[config.mk]
export PLATFORM = sky130hd
export DESIGN_NAME = parallel_gain_control
export DESIGN_NICKNAME = d
export VERILOG_FILES = /design/src/gain_ctrl_pkg.sv /design/src/atten_decode.sv /design/src/parallel_gain_control.sv
export SDC_FILE = /design/constraint.sdc
export NUM_CORES = 1
export LEC_CHECK = 0
export ABC_AREA = 1
export BUFFER_PORTS_ARGS = -buffer_cell sky130_fd_sc_hd__buf_2
export CORE_UTILIZATION = 25
export CTS_CLUSTER_DIAMETER = 40
export DETAILED_ROUTE_END_ITERATION = 12
export PLACE_DENSITY_LB_ADDON = 0.2
export SYNTH_ARGS = -nofsm -noshare
export SYNTH_HDL_FRONTEND = slang
export SYNTH_SLANG_ARGS = --single-unit
[constraint.sdc]
create_clock -name clk_sys -period 6.1 [get_ports clk_sys]
set_clock_uncertainty 0.15 [all_clocks]
set_input_delay 1.22 -clock clk_sys [delete_from_list [all_inputs] [get_ports clk_sys]]
set_output_delay 1.22 -clock clk_sys [all_outputs]
set_load 0.02 [all_outputs]
[src/gain_ctrl_pkg.sv]
// constants, register map and shared decode for the parallel gain control block
// Behaviour
// - mode select low puts gain control into parallel mode
// - mode select floating reads low, so parallel mode is the default
// - shared pins: gain bits 1,0,2,3 in parallel; sdi,sdo,sclk,cs_n in serial
// - parallel gain comes from a 7-bit code, lsb worth 0.25 dB
// - gain spans 6 dB to 26 dB in uniform 0.25 dB steps
// - floating gain pins read high, except bit zero which reads low
// - whole bus floating gives the 6 dB minimum gain
// - parallel pins reach the gain circuit directly, no latch or clock stage, except in shutdown, when a clocked hold register drives it
// - bit weights 0.25, 0.5, 1, 2, 4, 8 dB attenuation for bits zero to five
// - parallel mode gives both channels one gain; serial allows separate gains
// - bit six weighs 16 dB; gain is 26 minus 0.25 times code, above 80 is 6 dB
// - shutdown high turns amplifier off, only in parallel mode
// - shutdown keeps the digital side alive and holds the last active gain
`default_nettype none
package gain_ctrl_pkg;
  localparam int unsigned CODE_W = 7;
  localparam int unsigned QDB_W = 8;
  localparam logic [6:0] CODE_MAX = 7'h50;
  localparam logic [7:0] GAIN_MAX_QDB = 8'h68;
  localparam logic [6:0] PIN_BIAS = 7'h7e;
  localparam logic MODE_BIAS = 1'b0;
  localparam logic MODE_PARALLEL = 1'b0;

  localparam int unsigned AXI_AW = 8;
  localparam logic [7:0] OFS_CTRL = 8'h00;
  localparam logic [7:0] OFS_ATTEN_A = 8'h04;
  localparam logic [7:0] OFS_ATTEN_B = 8'h08;
  localparam logic [7:0] OFS_STATUS = 8'h0c;
  localparam logic [7:0] OFS_PINS = 8'h10;

  localparam int unsigned CTRL_SYNC_BIT = 0;
  localparam int unsigned CTRL_OFF_A_BIT = 1;
  localparam int unsigned CTRL_OFF_B_BIT = 2;
  localparam logic [2:0] CTRL_RESET = 3'h0;
  localparam logic [6:0] ATTEN_RESET = 7'h50;

  localparam int unsigned STAT_SERIAL_BIT = 0;
  localparam int unsigned STAT_SHDN_BIT = 1;
  localparam int unsigned STAT_EN_A_BIT = 2;
  localparam int unsigned STAT_EN_B_BIT = 3;
  localparam int unsigned STAT_CODE_A_LSB = 8;
  localparam int unsigned STAT_CODE_B_LSB = 16;

  localparam logic [1:0] RESP_OKAY = 2'h0;
  localparam logic [1:0] RESP_SLVERR = 2'h2;

  // codes past the top of the range all mean minimum gain
  function automatic logic [6:0] sat_code(input logic [6:0] code);
    sat_code = (code > CODE_MAX) ? CODE_MAX : code;
  endfunction

  // gain in quarter dB: 26 dB is 104 quarters, each code step one quarter
  function automatic logic [7:0] code_to_qdb(input logic [6:0] code);
    code_to_qdb = GAIN_MAX_QDB - {1'b0, sat_code(code)};
  endfunction
endpackage
`default_nettype wire

[src/atten_decode.sv]
// combinational attenuation decode: saturated code and gain in quarter dB
`default_nettype none
module atten_decode (
  input wire logic [6:0] code_in,
  output logic [6:0] code_sat,
  output logic [7:0] gain_qdb
);
  // no clock on purpose: gain follows its code in the same instant
  assign code_sat = gain_ctrl_pkg::sat_code(code_in);
  assign gain_qdb = gain_ctrl_pkg::code_to_qdb(code_in);
endmodule
`default_nettype wire

[src/parallel_gain_control.sv]
// gain control front end: pin mode mux, parallel decode, axi4-lite registers
`default_nettype none
module parallel_gain_control (
  input wire logic clk_sys,
  input wire logic rst,
  // mode select pin, float flag models an open pin
  input wire logic mode_sel_in,
  input wire logic mode_sel_float,
  // gain pins; bit 0 also carries serial data out
  input wire logic [6:0] gain_bit_in,
  input wire logic [6:0] gain_bit_float,
  output logic gain_bit_0_out,
  output logic gain_bit_0_oe,
  input wire logic amp_shutdown,
  // serial interface side of the shared pins
  output logic ser_sdi,
  output logic ser_sclk,
  output logic ser_cs_n,
  input wire logic ser_sdo,
  // towards the analog gain circuits
  output logic [6:0] chan_a_atten,
  output logic [6:0] chan_b_atten,
  output logic [7:0] chan_a_gain_qdb,
  output logic [7:0] chan_b_gain_qdb,
  output logic chan_a_enable,
  output logic chan_b_enable,
  // axi4-lite slave
  input wire logic [7:0] s_axi_awaddr,
  input wire logic [2:0] s_axi_awprot,
  input wire logic s_axi_awvalid,
  output logic s_axi_awready,
  input wire logic [31:0] s_axi_wdata,
  input wire logic [3:0] s_axi_wstrb,
  input wire logic s_axi_wvalid,
  output logic s_axi_wready,
  output logic [1:0] s_axi_bresp,
  output logic s_axi_bvalid,
  input wire logic s_axi_bready,
  input wire logic [7:0] s_axi_araddr,
  input wire logic [2:0] s_axi_arprot,
  input wire logic s_axi_arvalid,
  output logic s_axi_arready,
  output logic [31:0] s_axi_rdata,
  output logic [1:0] s_axi_rresp,
  output logic s_axi_rvalid,
  input wire logic s_axi_rready
);

  // ---------------------------------------------------------------
  // pin resolution and mode
  // ---------------------------------------------------------------
  // an open pin reads its weak bias level
  wire logic mode_pin = mode_sel_float ? gain_ctrl_pkg::MODE_BIAS : mode_sel_in;
  wire logic serial_mode = (mode_pin != gain_ctrl_pkg::MODE_PARALLEL);

  wire logic [6:0] pin_code;
  assign pin_code = (gain_bit_in & ~gain_bit_float)
                  | (gain_ctrl_pkg::PIN_BIAS & gain_bit_float);

  // shared pins: bit1 sdi, bit0 sdo, bit2 sclk, bit3 chip select
  assign ser_sdi = serial_mode & pin_code[1];
  assign ser_sclk = serial_mode & pin_code[2];
  // outside serial mode the serial side sees itself deselected
  assign ser_cs_n = serial_mode ? pin_code[3] : 1'b1;
  // sdo is a current output: on only for a high bit while selected
  assign gain_bit_0_oe = serial_mode & ~pin_code[3] & ser_sdo;
  assign gain_bit_0_out = ser_sdo;

  // ---------------------------------------------------------------
  // parallel path
  // ---------------------------------------------------------------
  wire logic par_shdn = ~serial_mode & amp_shutdown;

  // hold register tracks the live code one clock late outside shutdown and freezes during it
  logic [6:0] held_code_reg;
  logic [6:0] held_code_next;
  assign held_code_next = par_shdn ? held_code_reg : pin_code;

  always_ff @(posedge clk_sys) begin
    if (rst) begin
      held_code_reg <= gain_ctrl_pkg::CODE_MAX;
    end else begin
      held_code_reg <= held_code_next;
    end
  end

  // while shut down the last active setting stays applied
  wire logic [6:0] par_code = par_shdn ? held_code_reg : pin_code;

  // ---------------------------------------------------------------
  // software registers (serial-mode gain and power)
  // ---------------------------------------------------------------
  logic [2:0] ctrl_reg;
  logic [6:0] atten_a_reg;
  logic [6:0] atten_b_reg;

  wire logic sync_mode = ctrl_reg[gain_ctrl_pkg::CTRL_SYNC_BIT];
  wire logic [6:0] ser_code_a = atten_a_reg;
  wire logic [6:0] ser_code_b = sync_mode ? atten_a_reg : atten_b_reg;

  // parallel mode drives one common code into both channels
  wire logic [6:0] code_a_raw = serial_mode ? ser_code_a : par_code;
  wire logic [6:0] code_b_raw = serial_mode ? ser_code_b : par_code;

  atten_decode dec_a (
    .code_in(code_a_raw),
    .code_sat(chan_a_atten),
    .gain_qdb(chan_a_gain_qdb)
  );

  atten_decode dec_b (
    .code_in(code_b_raw),
    .code_sat(chan_b_atten),
    .gain_qdb(chan_b_gain_qdb)
  );

  // shutdown pin only counts in parallel mode; serial uses its own bits
  wire logic off_a = serial_mode ? ctrl_reg[gain_ctrl_pkg::CTRL_OFF_A_BIT] : amp_shutdown;
  wire logic off_b = serial_mode ? ctrl_reg[gain_ctrl_pkg::CTRL_OFF_B_BIT] : amp_shutdown;
  assign chan_a_enable = ~off_a;
  assign chan_b_enable = ~off_b;

  // ---------------------------------------------------------------
  // axi4-lite write channel
  // ---------------------------------------------------------------
  logic aw_got_reg;
  logic aw_got_next;
  logic w_got_reg;
  logic w_got_next;
  logic [7:0] waddr_reg;
  logic [7:0] waddr_next;
  logic [31:0] wdata_reg;
  logic [31:0] wdata_next;
  logic [3:0] wstrb_reg;
  logic [3:0] wstrb_next;
  logic bvalid_reg;
  logic bvalid_next;
  logic [1:0] bresp_reg;
  logic [1:0] bresp_next;

  wire logic aw_take = s_axi_awvalid & s_axi_awready;
  wire logic w_take = s_axi_wvalid & s_axi_wready;
  wire logic b_done = bvalid_reg & s_axi_bready;
  // the write lands one cycle after both halves are held
  wire logic do_write = aw_got_reg & w_got_reg & ~bvalid_reg;

  // one register per aligned word, so only bits 7:2 pick it
  function automatic logic word_is(input logic [7:0] addr, input logic [7:0] ofs);
    word_is = (addr[7:2] == ofs[7:2]);
  endfunction

  wire logic wr_ctrl = do_write & word_is(waddr_reg, gain_ctrl_pkg::OFS_CTRL);
  wire logic wr_atten_a = do_write & word_is(waddr_reg, gain_ctrl_pkg::OFS_ATTEN_A);
  wire logic wr_atten_b = do_write & word_is(waddr_reg, gain_ctrl_pkg::OFS_ATTEN_B);
  wire logic wr_hit = wr_ctrl | wr_atten_a | wr_atten_b;
  // status words are read only, so writes to them report an error too
  wire logic wr_lane0 = wstrb_reg[0];

  assign aw_got_next = aw_take ? 1'b1 : (do_write ? 1'b0 : aw_got_reg);
  assign w_got_next = w_take ? 1'b1 : (do_write ? 1'b0 : w_got_reg);
  assign waddr_next = aw_take ? s_axi_awaddr : waddr_reg;
  assign wdata_next = w_take ? s_axi_wdata : wdata_reg;
  assign wstrb_next = w_take ? s_axi_wstrb : wstrb_reg;
  assign bvalid_next = do_write ? 1'b1 : (b_done ? 1'b0 : bvalid_reg);
  assign bresp_next = do_write
                    ? (wr_hit ? gain_ctrl_pkg::RESP_OKAY : gain_ctrl_pkg::RESP_SLVERR)
                    : bresp_reg;

  // next register values; only byte lane 0 carries fields
  logic [2:0] ctrl_next;
  logic [6:0] atten_a_next;
  logic [6:0] atten_b_next;
  assign ctrl_next = (wr_ctrl & wr_lane0) ? wdata_reg[2:0] : ctrl_reg;
  assign atten_a_next = (wr_atten_a & wr_lane0) ? wdata_reg[6:0] : atten_a_reg;
  assign atten_b_next = (wr_atten_b & wr_lane0) ? wdata_reg[6:0] : atten_b_reg;

  always_ff @(posedge clk_sys) begin
    if (rst) begin
      aw_got_reg <= 1'b0;
      w_got_reg <= 1'b0;
      waddr_reg <= 8'h00;
      wdata_reg <= 32'h0000_0000;
      wstrb_reg <= 4'h0;
      bvalid_reg <= 1'b0;
      bresp_reg <= gain_ctrl_pkg::RESP_OKAY;
    end else begin
      aw_got_reg <= aw_got_next;
      w_got_reg <= w_got_next;
      waddr_reg <= waddr_next;
      wdata_reg <= wdata_next;
      wstrb_reg <= wstrb_next;
      bvalid_reg <= bvalid_next;
      bresp_reg <= bresp_next;
    end
  end

  always_ff @(posedge clk_sys) begin
    if (rst) begin
      ctrl_reg <= gain_ctrl_pkg::CTRL_RESET;
      atten_a_reg <= gain_ctrl_pkg::ATTEN_RESET;
      atten_b_reg <= gain_ctrl_pkg::ATTEN_RESET;
    end else begin
      ctrl_reg <= ctrl_next;
      atten_a_reg <= atten_a_next;
      atten_b_reg <= atten_b_next;
    end
  end

  // ready is registered; low while a half is held or a response waits
  logic awready_reg;
  logic wready_reg;
  wire logic awready_next = ~aw_got_next & ~bvalid_next & ~do_write;
  wire logic wready_next = ~w_got_next & ~bvalid_next & ~do_write;

  always_ff @(posedge clk_sys) begin
    if (rst) begin
      awready_reg <= 1'b0;
      wready_reg <= 1'b0;
    end else begin
      awready_reg <= awready_next;
      wready_reg <= wready_next;
    end
  end

  assign s_axi_awready = awready_reg;
  assign s_axi_wready = wready_reg;
  assign s_axi_bvalid = bvalid_reg;
  assign s_axi_bresp = bresp_reg;

  // ---------------------------------------------------------------
  // axi4-lite read channel
  // ---------------------------------------------------------------
  logic arready_reg;
  logic arready_next;
  logic rvalid_reg;
  logic rvalid_next;
  logic [31:0] rdata_reg;
  logic [31:0] rdata_next;
  logic [1:0] rresp_reg;
  logic [1:0] rresp_next;

  wire logic ar_take = s_axi_arvalid & arready_reg;
  wire logic r_done = rvalid_reg & s_axi_rready;

  // field positions are the named ones, so the map cannot drift from them
  logic [31:0] status_word;
  always_comb begin
    status_word = 32'h0000_0000;
    status_word[gain_ctrl_pkg::STAT_SERIAL_BIT] = serial_mode;
    status_word[gain_ctrl_pkg::STAT_SHDN_BIT] = par_shdn;
    status_word[gain_ctrl_pkg::STAT_EN_A_BIT] = chan_a_enable;
    status_word[gain_ctrl_pkg::STAT_EN_B_BIT] = chan_b_enable;
    status_word[gain_ctrl_pkg::STAT_CODE_A_LSB +: 7] = chan_a_atten;
    status_word[gain_ctrl_pkg::STAT_CODE_B_LSB +: 7] = chan_b_atten;
  end

  wire logic rd_ctrl = word_is(s_axi_araddr, gain_ctrl_pkg::OFS_CTRL);
  wire logic rd_atten_a = word_is(s_axi_araddr, gain_ctrl_pkg::OFS_ATTEN_A);
  wire logic rd_atten_b = word_is(s_axi_araddr, gain_ctrl_pkg::OFS_ATTEN_B);
  wire logic rd_status = word_is(s_axi_araddr, gain_ctrl_pkg::OFS_STATUS);
  wire logic rd_pins = word_is(s_axi_araddr, gain_ctrl_pkg::OFS_PINS);
  wire logic rd_hit = rd_ctrl | rd_atten_a | rd_atten_b | rd_status | rd_pins;

  wire logic [31:0] rd_word;
  assign rd_word = rd_ctrl ? {29'h0000_0000, ctrl_reg}
                 : rd_atten_a ? {25'h000_0000, atten_a_reg}
                 : rd_atten_b ? {25'h000_0000, atten_b_reg}
                 : rd_status ? status_word
                 : rd_pins ? {25'h000_0000, pin_code}
                 : 32'h0000_0000;

  assign rvalid_next = ar_take ? 1'b1 : (r_done ? 1'b0 : rvalid_reg);
  assign rdata_next = ar_take ? rd_word : rdata_reg;
  assign rresp_next = ar_take
                    ? (rd_hit ? gain_ctrl_pkg::RESP_OKAY : gain_ctrl_pkg::RESP_SLVERR)
                    : rresp_reg;
  // one read at a time: ready drops from the take until the data is gone
  assign arready_next = ~rvalid_next;

  always_ff @(posedge clk_sys) begin
    if (rst) begin
      arready_reg <= 1'b0;
      rvalid_reg <= 1'b0;
      rdata_reg <= 32'h0000_0000;
      rresp_reg <= gain_ctrl_pkg::RESP_OKAY;
    end else begin
      arready_reg <= arready_next;
      rvalid_reg <= rvalid_next;
      rdata_reg <= rdata_next;
      rresp_reg <= rresp_next;
    end
  end

  assign s_axi_arready = arready_reg;
  assign s_axi_rvalid = rvalid_reg;
  assign s_axi_rdata = rdata_reg;
  assign s_axi_rresp = rresp_reg;

endmodule
`default_nettype wire

# Word-level counts from Yosys, hierarchy flattened
# Index checks and enable logic that the tools add are counted.
[totals]
reg_bits = 83
inputBits = 83
out_inout_bits = 78
elab_cells = 95
[classes]
addsub = 2
magnitude_cmp = 2
eq_ne = 6
mux = 25
bitwise = 41
n_reduce_logical = 2
[op_table]
columns = ["cell", "n"]
rows = [
  ["2-to-1 mux 23 bit", 4],
  ["2-to-1 mux 7 bit", 7],
  ["bitwise AND 1 bit", 22],
  ["== test 6 x 2 -> 1 bit, second input constant", 3],
  ["subtractor 7 x 7 -> 8 bit, first input constant", 2],
  ["> comparator 7 bit, second input constant", 2],
  ["== test 6 x 1 -> 1 bit, second input constant", 2],
  ["zero test 6 bit", 2],
  ["2-to-1 mux 1 bit", 12],
  ["NOT 1 bit", 10],
  ["bitwise AND 7 bit", 1],
  ["NOT 7 bit", 1],
  ["OR 7 bit", 1],
  ["== test 6 x 3 -> 1 bit, second input constant", 1],
  ["OR 1 bit", 6],
  ["2-to-1 mux 2 bit", 2],
]

# Logic depth before layout (Yosys ltp)
[logic_depth]
depth_word = 11
mapped_depth = 16
ltp_nobuf = 16

# By module
# A second synthesis with hierarchy kept.
[hier_totals]
cells_unflattened = 545
area_unflattened_um2 = 3762.4
[modules_own_cells]
columns = ["module", "instances", "cells_each", "area_per_inst_um2"]
rows = [
  ["parallel_gain_control", 1, 443, 3281.9],
  ["atten_decode", 2, 51, 240.2],
]

# Worst setup path before layout
# Ideal clock, no wire load.
[synth_timing]
path_kind = "input port to output port"
start = "input mode_sel_float"
end = "output chan_a_gain_qdb[4]"
t_arrival_ns = 2.798
slack_ns = 1.932
cell_stages = 13
path_cell_list = "inv_2 nand2_4 buf_8 o211ai_2 nand2_4 inv_2 a21oi_4 inv_2 nand3_2 ha_1 nand2_1 nand2_1 xor2_1"
[synth_between]
elab_chain_cells = 8
[synth_lines]
columns = ["item", "line", "text"]
rows = [
  ["start, declared", "parallel_gain_control.sv:8", "input wire logic mode_sel_float,"],
  ["2-to-1 mux 1 bit *", "parallel_gain_control.sv:53", "wire logic mode_pin = mode_sel_float ? gain_ctrl_pkg::MODE_BIAS : mode_sel_in;"],
  ["NOT 1 bit", "parallel_gain_control.sv:72", "wire logic par_shdn = ~serial_mode & amp_shutdown;"],
  ["bitwise AND 1 bit", "parallel_gain_control.sv:72", ""],
  ["2-to-1 mux 7 bit", "parallel_gain_control.sv:88", "wire logic [6:0] par_code = par_shdn ? held_code_reg : pin_code;"],
  ["2-to-1 mux 7 bit *", "parallel_gain_control.sv:102", "wire logic [6:0] code_a_raw = serial_mode ? ser_code_a : par_code;"],
  ["> comparator 7 bit", "gain_ctrl_pkg.sv:51", "sat_code = (code > CODE_MAX) ? CODE_MAX : code;"],
  ["2-to-1 mux 7 bit *", "gain_ctrl_pkg.sv:51", ""],
  ["subtractor 7 x 7 -> 8 bit *", "gain_ctrl_pkg.sv:56", "code_to_qdb = GAIN_MAX_QDB - {1'b0, sat_code(code)};"],
  ["end, declared", "parallel_gain_control.sv:23", "output logic [7:0] chan_a_gain_qdb,"],
]
# Mark *: on every way between the ends. The rest lies on a longest branch, timed or not.

# Final worst setup path
[layout_timing]
start = "input mode_sel_in"
end = "output chan_a_gain_qdb[4]"
[layout_between]
elab_chain_cells = 8
[layout_lines]
columns = ["item", "line", "text"]
rows = [
  ["start, declared", "parallel_gain_control.sv:7", "input wire logic mode_sel_in,"],
  ["2-to-1 mux 1 bit *", "parallel_gain_control.sv:53", ""],
  ["NOT 1 bit", "parallel_gain_control.sv:72", ""],
  ["bitwise AND 1 bit", "parallel_gain_control.sv:72", ""],
  ["2-to-1 mux 7 bit", "parallel_gain_control.sv:88", ""],
  ["2-to-1 mux 7 bit *", "parallel_gain_control.sv:102", ""],
  ["> comparator 7 bit", "gain_ctrl_pkg.sv:51", ""],
  ["2-to-1 mux 7 bit *", "gain_ctrl_pkg.sv:51", ""],
  ["subtractor 7 x 7 -> 8 bit *", "gain_ctrl_pkg.sv:56", ""],
]
# Marked as above.

==> results.toml <==
[global_route]
grt_pass1_vias = 3292
grt_pass1_wl_um = 16200
track_usage = 0.139
antenna_found_initial = 0
grt-ovfl-total = 0
grt_max_degree = 39

[synthesis]
netlist_instances = 521
syn_avg_cell_area_um2 = 7.12
synth_seq_cells = 68
synth.distinct_cells = 40
yosys_warnings = 0
syn-cell-area_um2 = 3710
yosysSeqAreaShare = 0.367

[clock_network]
htreeDepth = 3
numCtsBuffers = 9
clk_transition_reported_paths_ns = 0.06
cts_sinks = 68
cts_buffer_depth = 2
cts-root-buf = "clkbuf_16"
postCtsSetupBuffers = 0
cts.repair.resized = 0
clk_latency_ns = 0.33
ctsHoldBuffers = 0
cts_tree = "yes"

[critical_path]
cp_common_cell = "nand2_1"
crit_chain = "buf_2 -> nand2_4 -> nand2_2 -> nand2_1 -> nand3_1 -> nand2_1 -> nand2_1 -> nor2_1 -> nand2_2 -> nand2_4 -> nand2_2 -> ha_1 -> nand2_1 -> nand2_1 -> xor2_1 -> buf_2"
crit_fanout = 27
crit_slowest_cell = "nand2_4"
critPathTopFamily = "simple AND/OR/NAND/NOR gates"
worstPathArrival_ns = 3.31
critical_path_class = "primary input to output port"
crit_path_start_kind = "primary input"
max_stage_delay_ns = 0.29
critPathBufInv = 2
cp-end-kind = "output port"
critPathRequiredTime_ns = 4.73
rrSetupSlack_ns = 3.80

[finish]
diodes = 0
areaGrowthSynthToFinish_pct = 24.7
layout-drive-gt1-share = 0.292
fin_nets = 703
utilization = 0.319
largest_reg_flops = 21

[die]
ios = 161
die_x_um = 124
fp.coreArea_um2 = 14500
dieArea_um2 = 15300
rows = 44
initial_core_util = 0.256
die_h_um = 124

[sta]
max_freq_ghz = 0.213
slew_viol_final = 0
tightest_slew_ns = 0.950
hold_viol_final = 0
finalSetupViolations = 0
max-slew-margin-rel = 0.366
rsz0062_at_grt = "false"
setup_tns_ns = 0
fin_crit_sh = 0.768
finalCriticalPeriod_ns = 4.68

[detailed_routing]
drcViolationCount = 0
vias = 3508
routed_via_density = 4.35
drt_wl_total_um = 10300
post_drt_wl_per_cell_um = 12.7
ant_nets = 0
first_iter_violations = 142
drt_first_pass_iters = 4

[flow_run]
cap_violations = 0

[pwr]
power_density_nw_per_um2 = 281
p_leak_nw = 2.30
ir_drop_v = 0.000110

[hold_path]
hold_class = "flop to flop"

[placed_design]
hpwl_um = 7720
gp_congestion = 0.780
portBuffers = 107

[status]
status = "finished clean"
through the flow:
stage | hold WS [ns] | power, mW | area (µm²) | setup slack (ns) | cells
after floorplan | 0.291 | 0.667 | 3760 | 1.93 | 535
after global placement | 0.303 | 0.729 | 4290 | 1.42 | 791
after detailed placement | 0.306 | 0.732 | 4290 | 1.40 | 791
after CTS | 0.316 | 1.32 | 4620 | 1.39 | 807
after global routing | 0.328 | 1.36 | 4620 | 1.11 | 807
final | 0.314 | 1.30 | 4620 | 1.42 | 807
synth_stat cells:
library cell / number / area (µm²)
nand4_1: 3 / 18.8
buf_1: 1 / 3.75
buf_8: 1 / 15.0
inv_2: 11 / 41.3
inv_4: 1 / 6.26
dfxtp_1: 68 / 1360
o211ai_1: 6 / 45.0
nor3_1: 3 / 15.0
o21ai_4: 1 / 16.3
o21ai_2: 4 / 35.0
o221ai_1: 1 / 8.76
a22oi_1: 3 / 22.5
buf_6: 2 / 22.5
nor3_2: 3 / 30.0
nand2_2: 15 / 93.8
o211ai_2: 5 / 62.6
nand3_1: 16 / 80.1
a21oi_2: 1 / 8.76
conb_1: 1 / 3.75
nor4_4: 1 / 21.3
or2_2: 2 / 12.5
a211oi_1: 9 / 67.6
o21ai_1: 4 / 20.0
nand2_4: 6 / 67.6
nor2_1: 53 / 199
a41oi_1: 2 / 17.5
a21oi_1: 53 / 265
clkinv_1: 1 / 3.75
clkinv_2: 1 / 5.00
clkbuf_1: 10 / 37.5
xor2_1: 5 / 43.8
nand2_1: 95 / 357
ha_1: 2 / 25.0
inv_1: 65 / 244
o21ai_0: 37 / 185
buf_2: 1 / 5.00
buf_4: 19 / 143
clkbuf_8: 1 / 13.8
a21oi_4: 1 / 16.3
nand3_2: 7 / 70.1
worst reg2reg max path, cell delays in order (launching register included):
cell	delay (ns)
dfxtp_1	0.34
nand2_1	0.51
nor2_1	0.92
a22oi_1	0.17
nor2_1	0.14
cell usage in the layout, fill, tap and decap left out, drive strengths merged:
master	count
nand2	116
buf	107
inv	77
dfxtp	68
a21oi	55
nor2	53
o21ai	46
nand3	23
conb	15
clkbuf	11
o211ai	11
a211oi	9
nor3	6
xor2	5
nand4	3
a22oi	3
clkinv	3
or2	2
a41oi	2
ha	2
bufinv	2
clkinvlp	2
o221ai	1
nor4	1
path summary, 6_finish.rpt:
path | to | cells past startpoint | start
setup / recovery | chan_a_gain_qdb[4] | 16 | mode_sel_in
setup reg to reg | s_axi_rdata[17]$_SDFFE_PP0P_ | 4 | s_axi_arready$_SDFF_PP0_
hold / removal | s_axi_rdata[10]$_SDFFE_PP0P_ | 2 | s_axi_rdata[10]$_SDFFE_PP0P_
hold reg to reg | s_axi_rdata[10]$_SDFFE_PP0P_ | 2 | s_axi_rdata[10]$_SDFFE_PP0P_
cells by family (layout without fill, tap and decap cells):
family | count (synthesis) | after routing | share of synthesized area
other | 1 | 15 | 0.00101
adder cells (fa/ha/maj) | 2 | 2 | 0.00674
AND/OR/NAND/NOR | 204 | 204 | 0.260
AO/OA/AOI/OAI | 127 | 127 | 0.208
XOR/XNOR | 5 | 5 | 0.0118
flip-flops | 68 | 68 | 0.367
buffers and inverters | 114 | 202 | 0.146
power by group:
group / internal [mW] / switching (mW) / leakage [nW]
clock: 0.381 / 0.200 / 0.158
combinational: 0.0766 / 0.175 / 1.58
sequential: 0.461 / 0.00771 / 0.554
routing by layer:
metal	part of all wire	track usage	vias up
met2	0.47	0.232	91
met3	0.054	0.0353	11
li1	-	-	1848
met4	0.013	0.0520	0
met5	0	0	-
met1	0.47	0.171	1558
final cells by class:
class | count | area, µm²
Clock buffer | 11 | 253
Fill cell | 1606 | 9850
Sequential cell | 68 | 1360
Timing Repair Buffer | 107 | 536
Multi-Input combinational cell | 353 | 1860
Clock inverter | 5 | 83.8
Tap cell | 184 | 230
Inverter | 79 | 300
No activity file was read; power rests on OpenSTA's default activity.
